==> src/dlim_pkg.sv <==
// Package: shared constants for the lane inversion and write mask codec.
// Assumes: both ends and the carrier interface compile after this file.
package dlim_pkg;
  // ****************************************
  // Burst and lane geometry
  // ****************************************
  localparam int BEATS = 8;
  localparam int BEAT_W = 3;
  localparam int LANE_W = 8;
  localparam int ZERO_LIMIT = 4;
  localparam logic [BEAT_W-1:0] LAST_BEAT = 3'h7;
  // ****************************************
  // Data lane organisations
  // ****************************************
  localparam int ORG_X4 = 4;
  localparam int ORG_X8 = 8;
  localparam int ORG_X16 = 16;
  // ****************************************
  // Mode bit positions in the mode words
  // ****************************************
  localparam int MR5_WIDTH = 13;
  localparam int MR1_WIDTH = 12;
  localparam int MASK_EN_BIT = 10;
  localparam int WINV_EN_BIT = 11;
  localparam int RINV_EN_BIT = 12;
  localparam int TERM_EN_BIT = 11;
  // ****************************************
  // Link clock divider for the controller
  // ****************************************
  localparam int LINK_HALF_DIV = 8;
  localparam int DIV_W = 4;
endpackage
==> src/dlim_lane_if.sv <==
// Interface: the byte lane link between the controller and the memory end.
// Assumes: dual-role flag and data pins are carried as separate controller and memory drives.
interface dlim_lane_if #(
  parameter int LANES = 1
);
  // Link clock made by the controller
  logic link_clk;
  // Command strobes, one link cycle wide
  logic wr_cmd;
  logic rd_cmd;
  // Controller drive of data and flag
  logic [LANES*8-1:0] ctl_dq;
  logic [LANES-1:0] ctl_flag_n;
  logic ctl_oe;
  // Memory end drive of data and flag
  logic [LANES*8-1:0] mem_dq;
  logic [LANES-1:0] mem_flag_n;
  logic mem_oe;
  // Write check result supplied beside the burst
  logic crc_ok;

  modport ctrl (
    output link_clk, wr_cmd, rd_cmd, ctl_dq, ctl_flag_n, ctl_oe, crc_ok,
    input mem_dq, mem_flag_n, mem_oe
  );
  modport mem (
    input link_clk, wr_cmd, rd_cmd, ctl_dq, ctl_flag_n, ctl_oe, crc_ok,
    output mem_dq, mem_flag_n, mem_oe
  );
endinterface

==> src/dlim_mem.sv <==
// Memory end: receives write bursts with mask or inversion, answers read bursts.
// Assumes: the controller makes the link clock and never drives while we drive.
// Operation
// - Flag low on write: store inverted byte
// - Flag high on write: store byte unchanged
// - Four-bit organisation has no inversion, no masking
// - Read byte over four zeros: invert, flag low
// - Four or fewer zeros: plain, flag high
// - Eight beats, one byte and flag per lane
// - Masking never touches read data
// - Controller never enables masking with write inversion
// - Termination strobe needs masking and inversion off; the code turns only read inversion off when it is set
// - Read inversion free beside masking or write inversion
// - Mask flag low: byte discarded, array unchanged
// - Mask flag high: byte written
// - With CRC and masking, check before commit
// - Masked CRC mismatch: persistent, burst dropped
// - Unmasked CRC mismatch: burst still written
// - Controller avoids inversion on pattern register reads
//
// Our own choices: the register addresses and mode words taken as direct inputs.
module dlim_mem #(
  parameter int ORG = dlim_pkg::ORG_X8,
  parameter int LANES = 1,
  parameter int DEPTH = 16,
  parameter int AW = 4
) (
  // Clock and reset
  input wire logic clk_sys_i,
  input wire logic rst_b_i,
  // Link side
  dlim_lane_if.mem lane,
  // Mode words and address
  input wire logic [dlim_pkg::MR5_WIDTH-1:0] mode_register_five_i,
  input wire logic [dlim_pkg::MR1_WIDTH-1:0] mode_register_one_i,
  input wire logic crc_en_i,
  input wire logic [AW-1:0] addr_i,
  // Status
  output logic persistent_crc_o,
  output logic wr_done_o,
  output logic [LANES*8-1:0] peek_o
);
  localparam int LW = dlim_pkg::LANE_W;
  localparam logic HAS_FLAG = (ORG != dlim_pkg::ORG_X4);
  typedef enum logic [1:0] {DLIM_IDLE = 2'b00, DLIM_WR = 2'b01, DLIM_COMMIT = 2'b11,
    DLIM_RD = 2'b10} dlim_state_e;

  // ****************************************
  // Pin synchronisers
  // ****************************************
  logic clk_s1, clk_s2;
  logic [LANES*8-1:0] dq_s1, dq_s2;
  logic [LANES-1:0] fl_s1, fl_s2;
  logic wr_s1, wr_s2, rd_s1, rd_s2, ok_s1, ok_s2, clk_d;
  // Two stages on every link input except ctl_oe, which is not used
  always_ff @(posedge clk_sys_i or negedge rst_b_i) begin
    if (!rst_b_i) begin
      clk_s1 <= '0;
      clk_s2 <= '0;
      dq_s1 <= '0;
      dq_s2 <= '0;
      fl_s1 <= '1;
      fl_s2 <= '1;
      wr_s1 <= 1'b0;
      wr_s2 <= 1'b0;
      rd_s1 <= 1'b0;
      rd_s2 <= 1'b0;
      ok_s1 <= 1'b1;
      ok_s2 <= 1'b1;
      clk_d <= 1'b0;
    end else begin
      clk_s1 <= lane.link_clk;
      clk_s2 <= clk_s1;
      dq_s1 <= lane.ctl_dq;
      dq_s2 <= dq_s1;
      fl_s1 <= lane.ctl_flag_n;
      fl_s2 <= fl_s1;
      wr_s1 <= lane.wr_cmd;
      wr_s2 <= wr_s1;
      rd_s1 <= lane.rd_cmd;
      rd_s2 <= rd_s1;
      ok_s1 <= lane.crc_ok;
      ok_s2 <= ok_s1;
      clk_d <= clk_s2;
    end
  end
  logic rise;
  assign rise = clk_s2 & ~clk_d;

  // ****************************************
  // Modes
  // ****************************************
  logic mask_en, winv_en, rinv_en;
  // Functions absent on the four-bit organisation
  assign mask_en = HAS_FLAG & mode_register_five_i[dlim_pkg::MASK_EN_BIT];
  // Masking wins if the controller breaks the exclusion
  assign winv_en = HAS_FLAG & mode_register_five_i[dlim_pkg::WINV_EN_BIT] & ~mask_en;
  // Termination strobe turns read inversion off when set; masking and write inversion keep the pin
  assign rinv_en = HAS_FLAG & mode_register_five_i[dlim_pkg::RINV_EN_BIT]
    & ~mode_register_one_i[dlim_pkg::TERM_EN_BIT];

  // ****************************************
  // Array and burst state
  // ****************************************
  logic [LW-1:0] mem [DEPTH][dlim_pkg::BEATS][LANES];
  logic [LW-1:0] stage [dlim_pkg::BEATS][LANES];
  logic [LANES-1:0] keep [dlim_pkg::BEATS];
  dlim_state_e state, next_state;
  logic [dlim_pkg::BEAT_W-1:0] beat, next_beat;
  logic persist, next_persist;
  logic [AW-1:0] adr, next_adr;
  logic [LANES*8-1:0] rd_dq, next_rd_dq;
  logic [LANES-1:0] rd_fl, next_rd_fl;
  logic oe, next_oe, done, next_done;

  // Per-lane write and read codecs
  logic [LANES*8-1:0] wr_byte, rd_byte_enc;
  logic [LANES-1:0] wr_keep, rd_flag_enc;
  logic [LANES*8-1:0] raw_rd;
  genvar g;
  generate
    for (g = 0; g < LANES; g++) begin : g_lane
      logic [3:0] zeros;
      // Flag low inverts, flag high passes
      assign wr_byte[g*LW +: LW] = (winv_en && !fl_s2[g]) ? ~dq_s2[g*LW +: LW]
        : dq_s2[g*LW +: LW];
      // Mask flag low discards, high
      assign wr_keep[g] = !mask_en || fl_s2[g];
      assign raw_rd[g*LW +: LW] = mem[adr][beat][g];
      // Zero count of this beat's byte only
      assign zeros = 4'(LW - $countones(raw_rd[g*LW +: LW]));
      // Over four zeros inverts and pulls flag low
      assign rd_flag_enc[g] = !(rinv_en && zeros > 4'(dlim_pkg::ZERO_LIMIT));
      assign rd_byte_enc[g*LW +: LW] = rd_flag_enc[g] ? raw_rd[g*LW +: LW]
        : ~raw_rd[g*LW +: LW];
    end
  endgenerate

  // Next-state of the burst sequencer
  always_comb begin
    next_state = state;
    next_beat = beat;
    next_persist = persist;
    next_adr = adr;
    next_rd_dq = rd_dq;
    next_rd_fl = rd_fl;
    next_oe = oe;
    next_done = 1'b0;
    case (state)
      DLIM_IDLE: begin
        next_beat = '0;
        if (rise && wr_s2) begin
          next_state = DLIM_WR;
          next_adr = addr_i;
        end else if (rise && rd_s2) begin
          next_state = DLIM_RD;
          next_adr = addr_i;
        end
      end
      DLIM_WR: begin
        if (rise) begin
          next_beat = beat + 1'b1;
          if (beat == dlim_pkg::LAST_BEAT) begin
            next_state = DLIM_COMMIT;
          end
        end
      end
      DLIM_COMMIT: begin
        // Masked mismatch latches persistent mode
        if (crc_en_i && mask_en && !ok_s2) begin
          next_persist = 1'b1;
        end
        next_done = 1'b1;
        next_state = DLIM_IDLE;
      end
      DLIM_RD: begin
        if (rise) begin
          // Read data never masked
          next_rd_dq = rd_byte_enc;
          next_rd_fl = rd_flag_enc;
          next_oe = 1'b1;
          next_beat = beat + 1'b1;
          if (oe && beat == '0) begin
            next_oe = 1'b0;
            next_state = DLIM_IDLE;
          end
        end
      end
      default: next_state = DLIM_IDLE;
    endcase
  end

  // Register the sequencer
  always_ff @(posedge clk_sys_i or negedge rst_b_i) begin
    if (!rst_b_i) begin
      state <= DLIM_IDLE;
      beat <= '0;
      persist <= 1'b0;
      adr <= '0;
      rd_dq <= '0;
      rd_fl <= '1;
      oe <= 1'b0;
      done <= 1'b0;
    end else begin
      state <= next_state;
      beat <= next_beat;
      persist <= next_persist;
      adr <= next_adr;
      rd_dq <= next_rd_dq;
      rd_fl <= next_rd_fl;
      oe <= next_oe;
      done <= next_done;
    end
  end

  // Stage beats; commit only after the
  always_ff @(posedge clk_sys_i) begin
    if (state == DLIM_WR && rise) begin
      for (int l = 0; l < LANES; l++) begin
        stage[beat][l] <= wr_byte[l*LW +: LW];
        keep[beat][l] <= wr_keep[l];
      end
    end
    if (state == DLIM_COMMIT && !(crc_en_i && mask_en && !ok_s2)) begin
      for (int b = 0; b < dlim_pkg::BEATS; b++) begin
        for (int l = 0; l < LANES; l++) begin
          if (keep[b][l]) begin
            mem[adr][b][l] <= stage[b][l];
          end
        end
      end
    end
  end

  // Outputs
  assign lane.mem_dq = rd_dq;
  assign lane.mem_flag_n = rd_fl;
  assign lane.mem_oe = oe;
  assign persistent_crc_o = persist;
  assign wr_done_o = done;
  assign peek_o = raw_rd;
endmodule

==> src/flat_wrapper.sv <==
// flat-port wrapper written by rule: the top's interface ports become plain ports
module dlim_mem_flat 
#(
  parameter int ORG = dlim_pkg::ORG_X8,
  parameter int LANES = 1,
  parameter int DEPTH = 16,
  parameter int AW = 4
)
  (clk_sys_i, rst_b_i, mode_register_five_i, mode_register_one_i, crc_en_i, addr_i, persistent_crc_o, wr_done_o, peek_o, lane_link_clk, lane_wr_cmd, lane_rd_cmd, lane_ctl_dq, lane_ctl_flag_n, lane_ctl_oe, lane_crc_ok, lane_mem_dq, lane_mem_flag_n, lane_mem_oe);
  dlim_lane_if #(.LANES(LANES)) lane_i ();
  input wire logic clk_sys_i;
  input wire logic rst_b_i;
  input wire logic [dlim_pkg::MR5_WIDTH-1:0] mode_register_five_i;
  input wire logic [dlim_pkg::MR1_WIDTH-1:0] mode_register_one_i;
  input wire logic crc_en_i;
  input wire logic [AW-1:0] addr_i;
  output logic persistent_crc_o;
  output logic wr_done_o;
  output logic [LANES*8-1:0] peek_o;
  input wire logic [$bits(lane_i.link_clk)-1:0] lane_link_clk;
  input wire logic [$bits(lane_i.wr_cmd)-1:0] lane_wr_cmd;
  input wire logic [$bits(lane_i.rd_cmd)-1:0] lane_rd_cmd;
  input wire logic [$bits(lane_i.ctl_dq)-1:0] lane_ctl_dq;
  input wire logic [$bits(lane_i.ctl_flag_n)-1:0] lane_ctl_flag_n;
  input wire logic [$bits(lane_i.ctl_oe)-1:0] lane_ctl_oe;
  input wire logic [$bits(lane_i.crc_ok)-1:0] lane_crc_ok;
  output wire logic [$bits(lane_i.mem_dq)-1:0] lane_mem_dq;
  output wire logic [$bits(lane_i.mem_flag_n)-1:0] lane_mem_flag_n;
  output wire logic [$bits(lane_i.mem_oe)-1:0] lane_mem_oe;
  assign lane_i.link_clk = lane_link_clk;
  assign lane_i.wr_cmd = lane_wr_cmd;
  assign lane_i.rd_cmd = lane_rd_cmd;
  assign lane_i.ctl_dq = lane_ctl_dq;
  assign lane_i.ctl_flag_n = lane_ctl_flag_n;
  assign lane_i.ctl_oe = lane_ctl_oe;
  assign lane_i.crc_ok = lane_crc_ok;
  assign lane_mem_dq = lane_i.mem_dq;
  assign lane_mem_flag_n = lane_i.mem_flag_n;
  assign lane_mem_oe = lane_i.mem_oe;
  dlim_mem #(.ORG(ORG), .LANES(LANES), .DEPTH(DEPTH), .AW(AW)) u_core (.clk_sys_i(clk_sys_i), .rst_b_i(rst_b_i), .lane(lane_i), .mode_register_five_i(mode_register_five_i), .mode_register_one_i(mode_register_one_i), .crc_en_i(crc_en_i), .addr_i(addr_i), .persistent_crc_o(persistent_crc_o), .wr_done_o(wr_done_o), .peek_o(peek_o));
endmodule
==> config.mk <==
export PLATFORM = sky130hd
export DESIGN_NAME = dlim_mem_flat
export DESIGN_NICKNAME = d
export VERILOG_FILES = /design/src/dlim_pkg.sv /design/src/dlim_lane_if.sv /design/src/dlim_mem.sv /design/src/flat_wrapper.sv
export SDC_FILE = /design/constraint.sdc
export NUM_CORES = 1
export LEC_CHECK = 0
export ABC_AREA = 1
export BUFFER_PORTS_ARGS = -buffer_cell sky130_fd_sc_hd__buf_2
export CAP_MARGIN = 20
export CORE_ASPECT_RATIO = 1.1
export CORE_MARGIN = 5
export CORE_UTILIZATION = 56
export CTS_CLUSTER_DIAMETER = 120
export CTS_CLUSTER_SIZE = 16
export DETAILED_ROUTE_END_ITERATION = 10
export GPL_TIMING_DRIVEN = 0
export PLACE_DENSITY = 0.72
export SYNTH_ARGS = -nofsm -noshare
export SYNTH_HDL_FRONTEND = slang
export SYNTH_SLANG_ARGS = --single-unit
==> constraint.sdc <==
create_clock -name clk_sys_i -period 10.4 [get_ports clk_sys_i]
set_clock_uncertainty 0.2 [all_clocks]
set_input_delay 0.52 -clock clk_sys_i [delete_from_list [all_inputs] [get_ports clk_sys_i]]
set_output_delay 0.52 -clock clk_sys_i [all_outputs]
set_load 0.02 [all_outputs]
==> key figures, run 1 <==
GRT
  – Gr usage total: between 30 and 40%
  – Initial antenna violation count: 6
  – First-pass GRT wire length: 192000 microns
  – Largest net degree at the start of global routing: about 50
  – Vias in the first global route: between 20000 and 30000
  – Grt ovf: 0

Routing
  – Drt total wl: 135000 microns
  – DRT Pass-1 Iters: 9
  – Via count: 31000
  – Post-route ant nets: 0
  – Drt via density: 5.81
  – Drt drc: 0
  – Drt wl/cell: 25.2 microns
  – 1st-iter DRT viols: 4139

Yosys
  – Async set-or-reset flop fraction in the synthesized netlist: 4.20%
  – EDFF count, synth: 1096
  – Mean post-synth cell area: 11.3 sq um
  – Cells after synthesis: 4076
  – Mapped cell area: 45900 sq um
  – FF+latch count, synth: 1144
  – Commonest register cell after synthesis: edfxtp_1
  – Register area share after synthesis: approximately 74%
  – Post-Syn Nets: 4140
  – Yosys warnings: 0
  – Post-synth cell types: 28

Die
  – Floorplan row count: 110
  – Core Footprint: 81600 sq um
  – Die area: around 90000 sq um
  – Initial Util: 56.2%
  – Width of the die: 283 microns
  – IO Count: 66
  – Die height: 310 microns

Timing
  – Worst slew pin tran: 1.21 ns
  – Setup TNS: 0 ns
  – Max Clock Freq: 0.155 GHz
  – Minimum clock period after layout: 6.44 ns
  – Max-slew headroom: 19.1%
  – RSZ-0062 raised after global routing: no
  – Tcrit/Tclk final: 61.9%
  – Final hold violations: 0
  – Max-slew violation count: 0
  – Final setup viols: 0

Critical path
  – Reg2reg end: u_core.lane.mem_dq[0]$_DFFE_PN0P_
  – Kind of critical path: flip-flop to flip-flop
  – CP endpoint kind: flip-flop
  – Startpoint Class: flip-flop
  – R2R cell count: 27
  – Crit-path max FO: 11
  – Setup slack, reg-to-reg: about 4.0 ns
  – Critical Path RT: 10.81 ns
  – Arr. time, crit path: 6.84 ns
  – R2R Path Start: u_core.adr[1]$_DFFE_PN0P_

Clocking
  – Clk Tree Root Cell: clkbuf_16
  – Clock transition at the registers of the reported paths: approximately 0.07 ns
  – CTS Buf Count: 81
  – Clock Path Buffers: 3
  – Clock Latency Late Sink: roughly 0.67 ns
  – CTS tree: done
  – Clock sink count: 1144
  – H-tree depth: 3

Placed design
  – Gpl congestion: a little under 1
  – DP Wirelength: 94000 microns
  – Port Buffers: 43

Worst hold path
  – Worst min path class: input port to asynchronous set/reset pin

Power and ir drop
  – Psw: between 5 and 6 mW
  – Clock share of power: 22.7%
  – Worst vdd ir: 0.630 mV
  – Reg power frac: 40.0%
  – Int Pwr: a little under 8 mW
  – Leakage: 19.4 nW
  – Sw Share: 40.6%
  – Cell area power density: 261 nW/um^2
  – Comb power frac: 37.3%

Cells and area
  – Util after Layout: 61.5%
  – Nets@finish: 4305
  – Fillers: 6288
  – Layout area overhead: 9.41%
  – Share of layout cells above drive strength 1: 5.94%

Outcome
  – Status: finished clean

Flow run
  – Max_cap viols: 0
worst max-delay path, cell delays in order (launching register included):
cell     delay [ns]
dfrtp_1        0.33
buf_4          0.26
inv_2          0.15
buf_2          0.33
buf_1          0.49
nand2_1        0.20
nand3_1        0.15
nand2_1        0.09
nand2_1        0.07
o21ai_0        0.35
nand2_1        0.29
nor2_1         0.38
nand2_1        0.18
ha_1           0.34
fa_1           0.42
fa_1           0.51
inv_1          0.04
ha_1           0.17
ha_1           0.28
o21ai_0        0.08
nand2_1        0.09
nand3_1        0.14
inv_1          0.05
nor2_1         0.33
inv_1          0.19
nand2_1        0.11
nand2_1        0.05
nand2_1        0.06
through the flow:
stage	area [sq um]	setup WS [ns]	hold WS [ns]	power, mW	std cells
2_1_floorplan	45900	5.90	0.0244	8.08	4076
3_3_place_gp	47500	4.05	0.133	9.95	5183
3_5_place_dp	47700	4.26	0.136	10.1	5200
4_1_cts	50200	4.22	0.150	13.0	5338
5_1_grt	50200	3.72	0.0868	13.7	5340
6_report	50200	3.96	0.0678	13.1	5343
cells by family after synthesis:
| logic type | after synthesis | share of synthesized area [%] |
|---|---|---|
| AND/OR/NAND/NOR | 2537 | 21.3 |
| flip-flops | 1144 | 74.3 |
| buffers and inverters | 226 | 2.10 |
| AO/OA/AOI/OAI | 142 | 1.57 |
| adder cells (fa/ha/maj) | 18 | 0.540 |
| XOR/XNOR | 9 | 0.172 |
synthesized netlist by cell type (23+ instances only):
cell type,n,area [sq um]
nand3_1,156,781
dfrtp_1,43,1080
buf_1,23,86.3
inv_1,29,109
edfxtp_1,1096,32900
buf_2,73,365
a21oi_1,34,170
o21ai_1,42,210
nand2_1,2197,8250
clkbuf_1,92,345
nor2_1,158,593
o21ai_0,61,305
state kept, by name (all words and copies together), names as in the netlist, 2 cells and up:
| name | flops |
|---|---|
| u_core.adr | 4 |
| u_core.beat | 3 |
| u_core.dq_s1 | 8 |
| u_core.dq_s2 | 8 |
| u_core.keep | 8 |
| u_core.lane.mem_dq | 8 |
| u_core.mem | 1024 |
| u_core.stage | 64 |
| u_core.state | 2 |
power groups by stage:
| stage | Sequential, mW | Clock (mW) | Combinational [mW] |
|---|---|---|---|
| 6_report | 5.25 | 2.98 | 4.90 |
| 5_1_grt | 5.26 | 3.17 | 5.26 |
| 4_1_cts | 5.24 | 2.98 | 4.77 |
| 3_5_place_dp | 5.34 | 0 | 4.74 |
| 3_3_place_gp | 5.34 | 0 | 4.61 |
| 2_1_floorplan | 5.34 | 0 | 2.74 |
layout make-up:
| cell class | instances | area (sq um) | share of cell area, % |
|---|---|---|---|
| Sequential cell | 1144 | 34100 | 67.9 |
| Multi-Input combinational cell | 2706 | 10900 | 21.7 |
| Clock buffer | 110 | 2140 | 4.25 |
| Tap cell | 1064 | 1330 | 2.65 |
| Buffer | 192 | 838 | 1.67 |
| Timing Repair Buffer | 82 | 616 | 1.23 |
| Clock inverter | 8 | 130 | 0.259 |
| Inverter | 34 | 128 | 0.254 |
| Antenna cell | 3 | 7.51 | 0.0149 |
worst max-delay path by stage:
stage	start	to	depth (start not counted)
2_1_floorplan	u_core.adr[0]$_DFFE_PN0P_	u_core.lane.mem_dq[0]$_DFFE_PN0P_	27
3_3_place_gp	u_core.adr[1]$_DFFE_PN0P_	u_core.lane.mem_dq[0]$_DFFE_PN0P_	29
3_5_place_dp	u_core.adr[1]$_DFFE_PN0P_	u_core.lane.mem_dq[0]$_DFFE_PN0P_	27
4_1_cts	u_core.adr[1]$_DFFE_PN0P_	u_core.lane.mem_dq[0]$_DFFE_PN0P_	30
5_1_grt	u_core.adr[1]$_DFFE_PN0P_	u_core.lane.mem_dq[0]$_DFFE_PN0P_	30
6_report	u_core.adr[1]$_DFFE_PN0P_	u_core.lane.mem_dq[0]$_DFFE_PN0P_	27
layer usage:
layer	part of all wire, %	global-route usage, %	wire, microns
met5	0.019	0	26
met4	7.7	19.6	10400
met3	12	7.04	16000
met2	45	48.2	61100
met1	35	38.0	47300
cells in the final DEF, fill, tap and decap left out, types with 8 or more instances in the layout:
| cell | synthesis | final |
|---|---|---|
| o21ai_1 | 42 | 42 |
| inv_1 | 29 | 29 |
| nor4_2 | 0 | 8 |
| buf_2 | 73 | 116 |
| nor3_1 | 8 | 8 |
| clkbuf_16 | 0 | 81 |
| buf_1 | 23 | 23 |
| nand2_1 | 2197 | 2197 |
| dlygate4sd3_1 | 0 | 20 |
| edfxtp_1 | 1096 | 1096 |
| ha_1 | 15 | 15 |
| clkbuf_1 | 92 | 121 |
| nor2_1 | 158 | 158 |
| dfrtp_1 | 43 | 43 |
| a21oi_1 | 34 | 34 |
| o21ai_0 | 61 | 61 |
| nand3_1 | 156 | 156 |
| buf_4 | 1 | 10 |
timing repair:
item	in CTS	in global routing
buffers inserted	0	0
hold endpoints to repair	61	0
hold buffers	20	0
resized for setup	0	0
(Power assumes the default switching activity.)
==> run 2, diff against run 1 <==
Clock period 10.4 ns to 6.26 ns, I/O delays scaled along.
==> run 2 against run 1 <==
Final cell count hardly changed. Sequential power up 66%. Via count about the same. Core utilization about the same. Critical path type unchanged. Highest routed layer unchanged.
==> key figures, run 2 (synthesized netlist as in run 1, its figures left out) <==
Outcome
  – Status: finished clean

Die
  – Die height: 310 microns
  – Die area: 87800 sq um
  – Core Footprint: around 80000 sq um
  – Floorplan row count: 110
  – IO Count: 66
  – Initial Util: 56.2%
  – Width of the die: ~280 microns

Clocking
  – CTS tree: done
  – CTS Buf Count: 81
  – H-tree depth: 3
  – Clock sink count: 1144
  – Clock transition at the registers of the reported paths: around 0.080 ns
  – Clk Tree Root Cell: clkbuf_16
  – Postcts setup bufs: 0
  – Clock Path Buffers: 3
  – Clock Latency Late Sink: 0.66 ns

GRT
  – Grt ovf: 0
  – Initial antenna violation count: 5
  – Vias in the first global route: 29600
  – Largest net degree at the start of global routing: 49
  – First-pass GRT wire length: between 150000 and 200000 microns
  – Gr usage total: 30.3%

Placed design
  – DP Wirelength: between 90000 and 100000 microns
  – Placed cell areas: 47700 sq um
  – Gpl congestion: 0.991
  – Port Buffers: between 40 and 50

Critical path
  – Most used cell, CP: nand2_1
  – Worst path slowest cell: buf_2
  – Critical Path RT: 6.66 ns
  – Startpoint Class: flip-flop
  – Slowest stage delay, CP: 0.50 ns
  – Kind of critical path: flip-flop to flip-flop
  – Crit-path max FO: 10
  – CP endpoint kind: flip-flop
  – Arr. time, crit path: about 6.5 ns

Timing
  – RSZ-0062 raised after global routing: no
  – Max-slew violation count: 0
  – Setup TNS: 0 ns
  – Final hold violations: 0
  – Final setup viols: 0
  – Worst slew pin tran: approximately 1.1 ns
  – Max-slew headroom: 24.7%
  – Tcrit/Tclk final: slightly below 100%
  – Max Clock Freq: between 0.15 and 0.2 GHz
  – Minimum clock period after layout: 6.05 ns

Routing
  – Drt total wl: 135000 microns
  – 1st-iter DRT viols: between 4000 and 5000
  – Drt via density: around 5.8
  – Via count: 31000
  – Drt drc: 0
  – DRT Pass-1 Iters: 6
  – Drt wl/cell: 25.3 microns
  – Post-route ant nets: 0

Cells and area
  – Commonest non-fill, non-tap cell in the layout: nand2_1
  – Design area: just over 50000 sq um
  – Share of layout cells above drive strength 1: 6.36%
  – Most frequent cells in the layout: nand2_1, edfxtp_1, nand3_1
  – Nets@finish: 4306
  – Layout area overhead: 9.49%
  – Largest regs: u_core.mem (1024), u_core.stage (64)
  – Biggest register: u_core.mem
  – Largest register FFs: 1024

Power and ir drop
  – Comb power frac: 37.4%
  – Reg power frac: 39.9%
  – Psw: 8.88 mW
  – Sw Share: about 40%
  – Worst vdd ir: 1.06 mV
  – Cell area power density: 435 nW/um^2
  – Leakage: slightly below 20 nW
  – Clock share of power: between 20% and 30%
  – Int Pwr: 13.0 mW

Worst hold path
  – Worst min path class: input port to flip-flop

Flow run
  – Max_cap viols: 0
run 2: changes by cell type in the layout (fill, tap and decap cells not counted), sizes merged:
cell         previous run  this run
buf                   161       158
clkbuf                203       206
diode                   3         1
dlygate4sd3            20        21
run 2: layout make-up:
type                    instances  area (sq um)
diodes                          1          2.50
plain buffers                 192           855
clock buffers                 110          2140
clock inverters                 8           130
fillers                      6281         31400
inverters                      34           128
multi-input cells            2706         10900
flip-flops and latches       1144         34100
well taps                    1064          1330
repair buffers                 83           626
run 2: repair_timing:
action,in CTS,in global routing
resized for setup,0,38
endpoints found under the setup margin,0,9
hold buffers,20,1
hold endpoints to repair,61,11
run 2: worst paths after layout:
| path | from | endpoint | slack [ns] | cells after the start |
|---|---|---|---|---|
| setup / recovery | u_core.adr[1]$_DFFE_PN0P_ | u_core.lane.mem_dq[0]$_DFFE_PN0P_ | 0.21 | 30 |
| hold / removal | mode_register_five_i[12] | u_core.lane.mem_dq[7]$_DFFE_PN0P_ | 0.03 | 5 |
| setup reg to reg | u_core.adr[1]$_DFFE_PN0P_ | u_core.lane.mem_dq[0]$_DFFE_PN0P_ | 0.21 | 30 |
| hold reg to reg | u_core.rd_s1$_DFF_PN0_ | u_core.rd_s2$_DFF_PN0_ | 0.15 | 0 |
| max in group asynchronous | rst_b_i | u_core.lane.mem_flag_n$_DFFE_PN1P_ | 4.87 | 4 |
| min in group asynchronous | rst_b_i | u_core.dq_s1[7]$_DFF_PN0_ | 0.41 | 3 |
run 2: worst max-delay path, delay by kind of cell (launching register included):
family | cells | cell delay, ns
compound gates | 2 | 0.23
fa+ha+maj | 5 | 1.59
buf+inv | 9 | 1.71
flops | 1 | 0.33
simple gates | 14 | 1.89
run 2: through the flow:
stage / power, mW / cells / util, % / worst slack, ns / hold slack [ns]
floorplan: 13.4 / 4076 / - / 1.76 / -0.183
global placement: 16.5 / 5183 / 58.1 / -0.0881 / 0.133
detailed placement: 16.7 / 5200 / 58.5 / 0.122 / 0.136
CTS: 21.6 / 5338 / 61.5 / 0.0801 / 0.0246
global route: 22.8 / 5341 / 61.6 / 0.0263 / 0.0473
finish: 21.8 / 5342 / 61.6 / 0.206 / 0.0328
run 2: routing by layer:
metal,track usage (%),vias to the layer above,part of all wire [%]
met1,38.0,14700,35
met2,48.2,1947,45
li1,-,13900,-
met5,0,-,0.019
met3,7.04,445,12
met4,19.6,4,8.0
run 2: power groups by stage:
stage	sequential, mW	clock [mW]	combinational [mW]
after CTS	8.71	4.95	7.93
after global routing	8.73	5.26	8.76
final	8.72	4.96	8.17
after floorplan	8.87	0	4.56
after global placement	8.87	0	7.66
after detailed placement	8.88	0	7.87
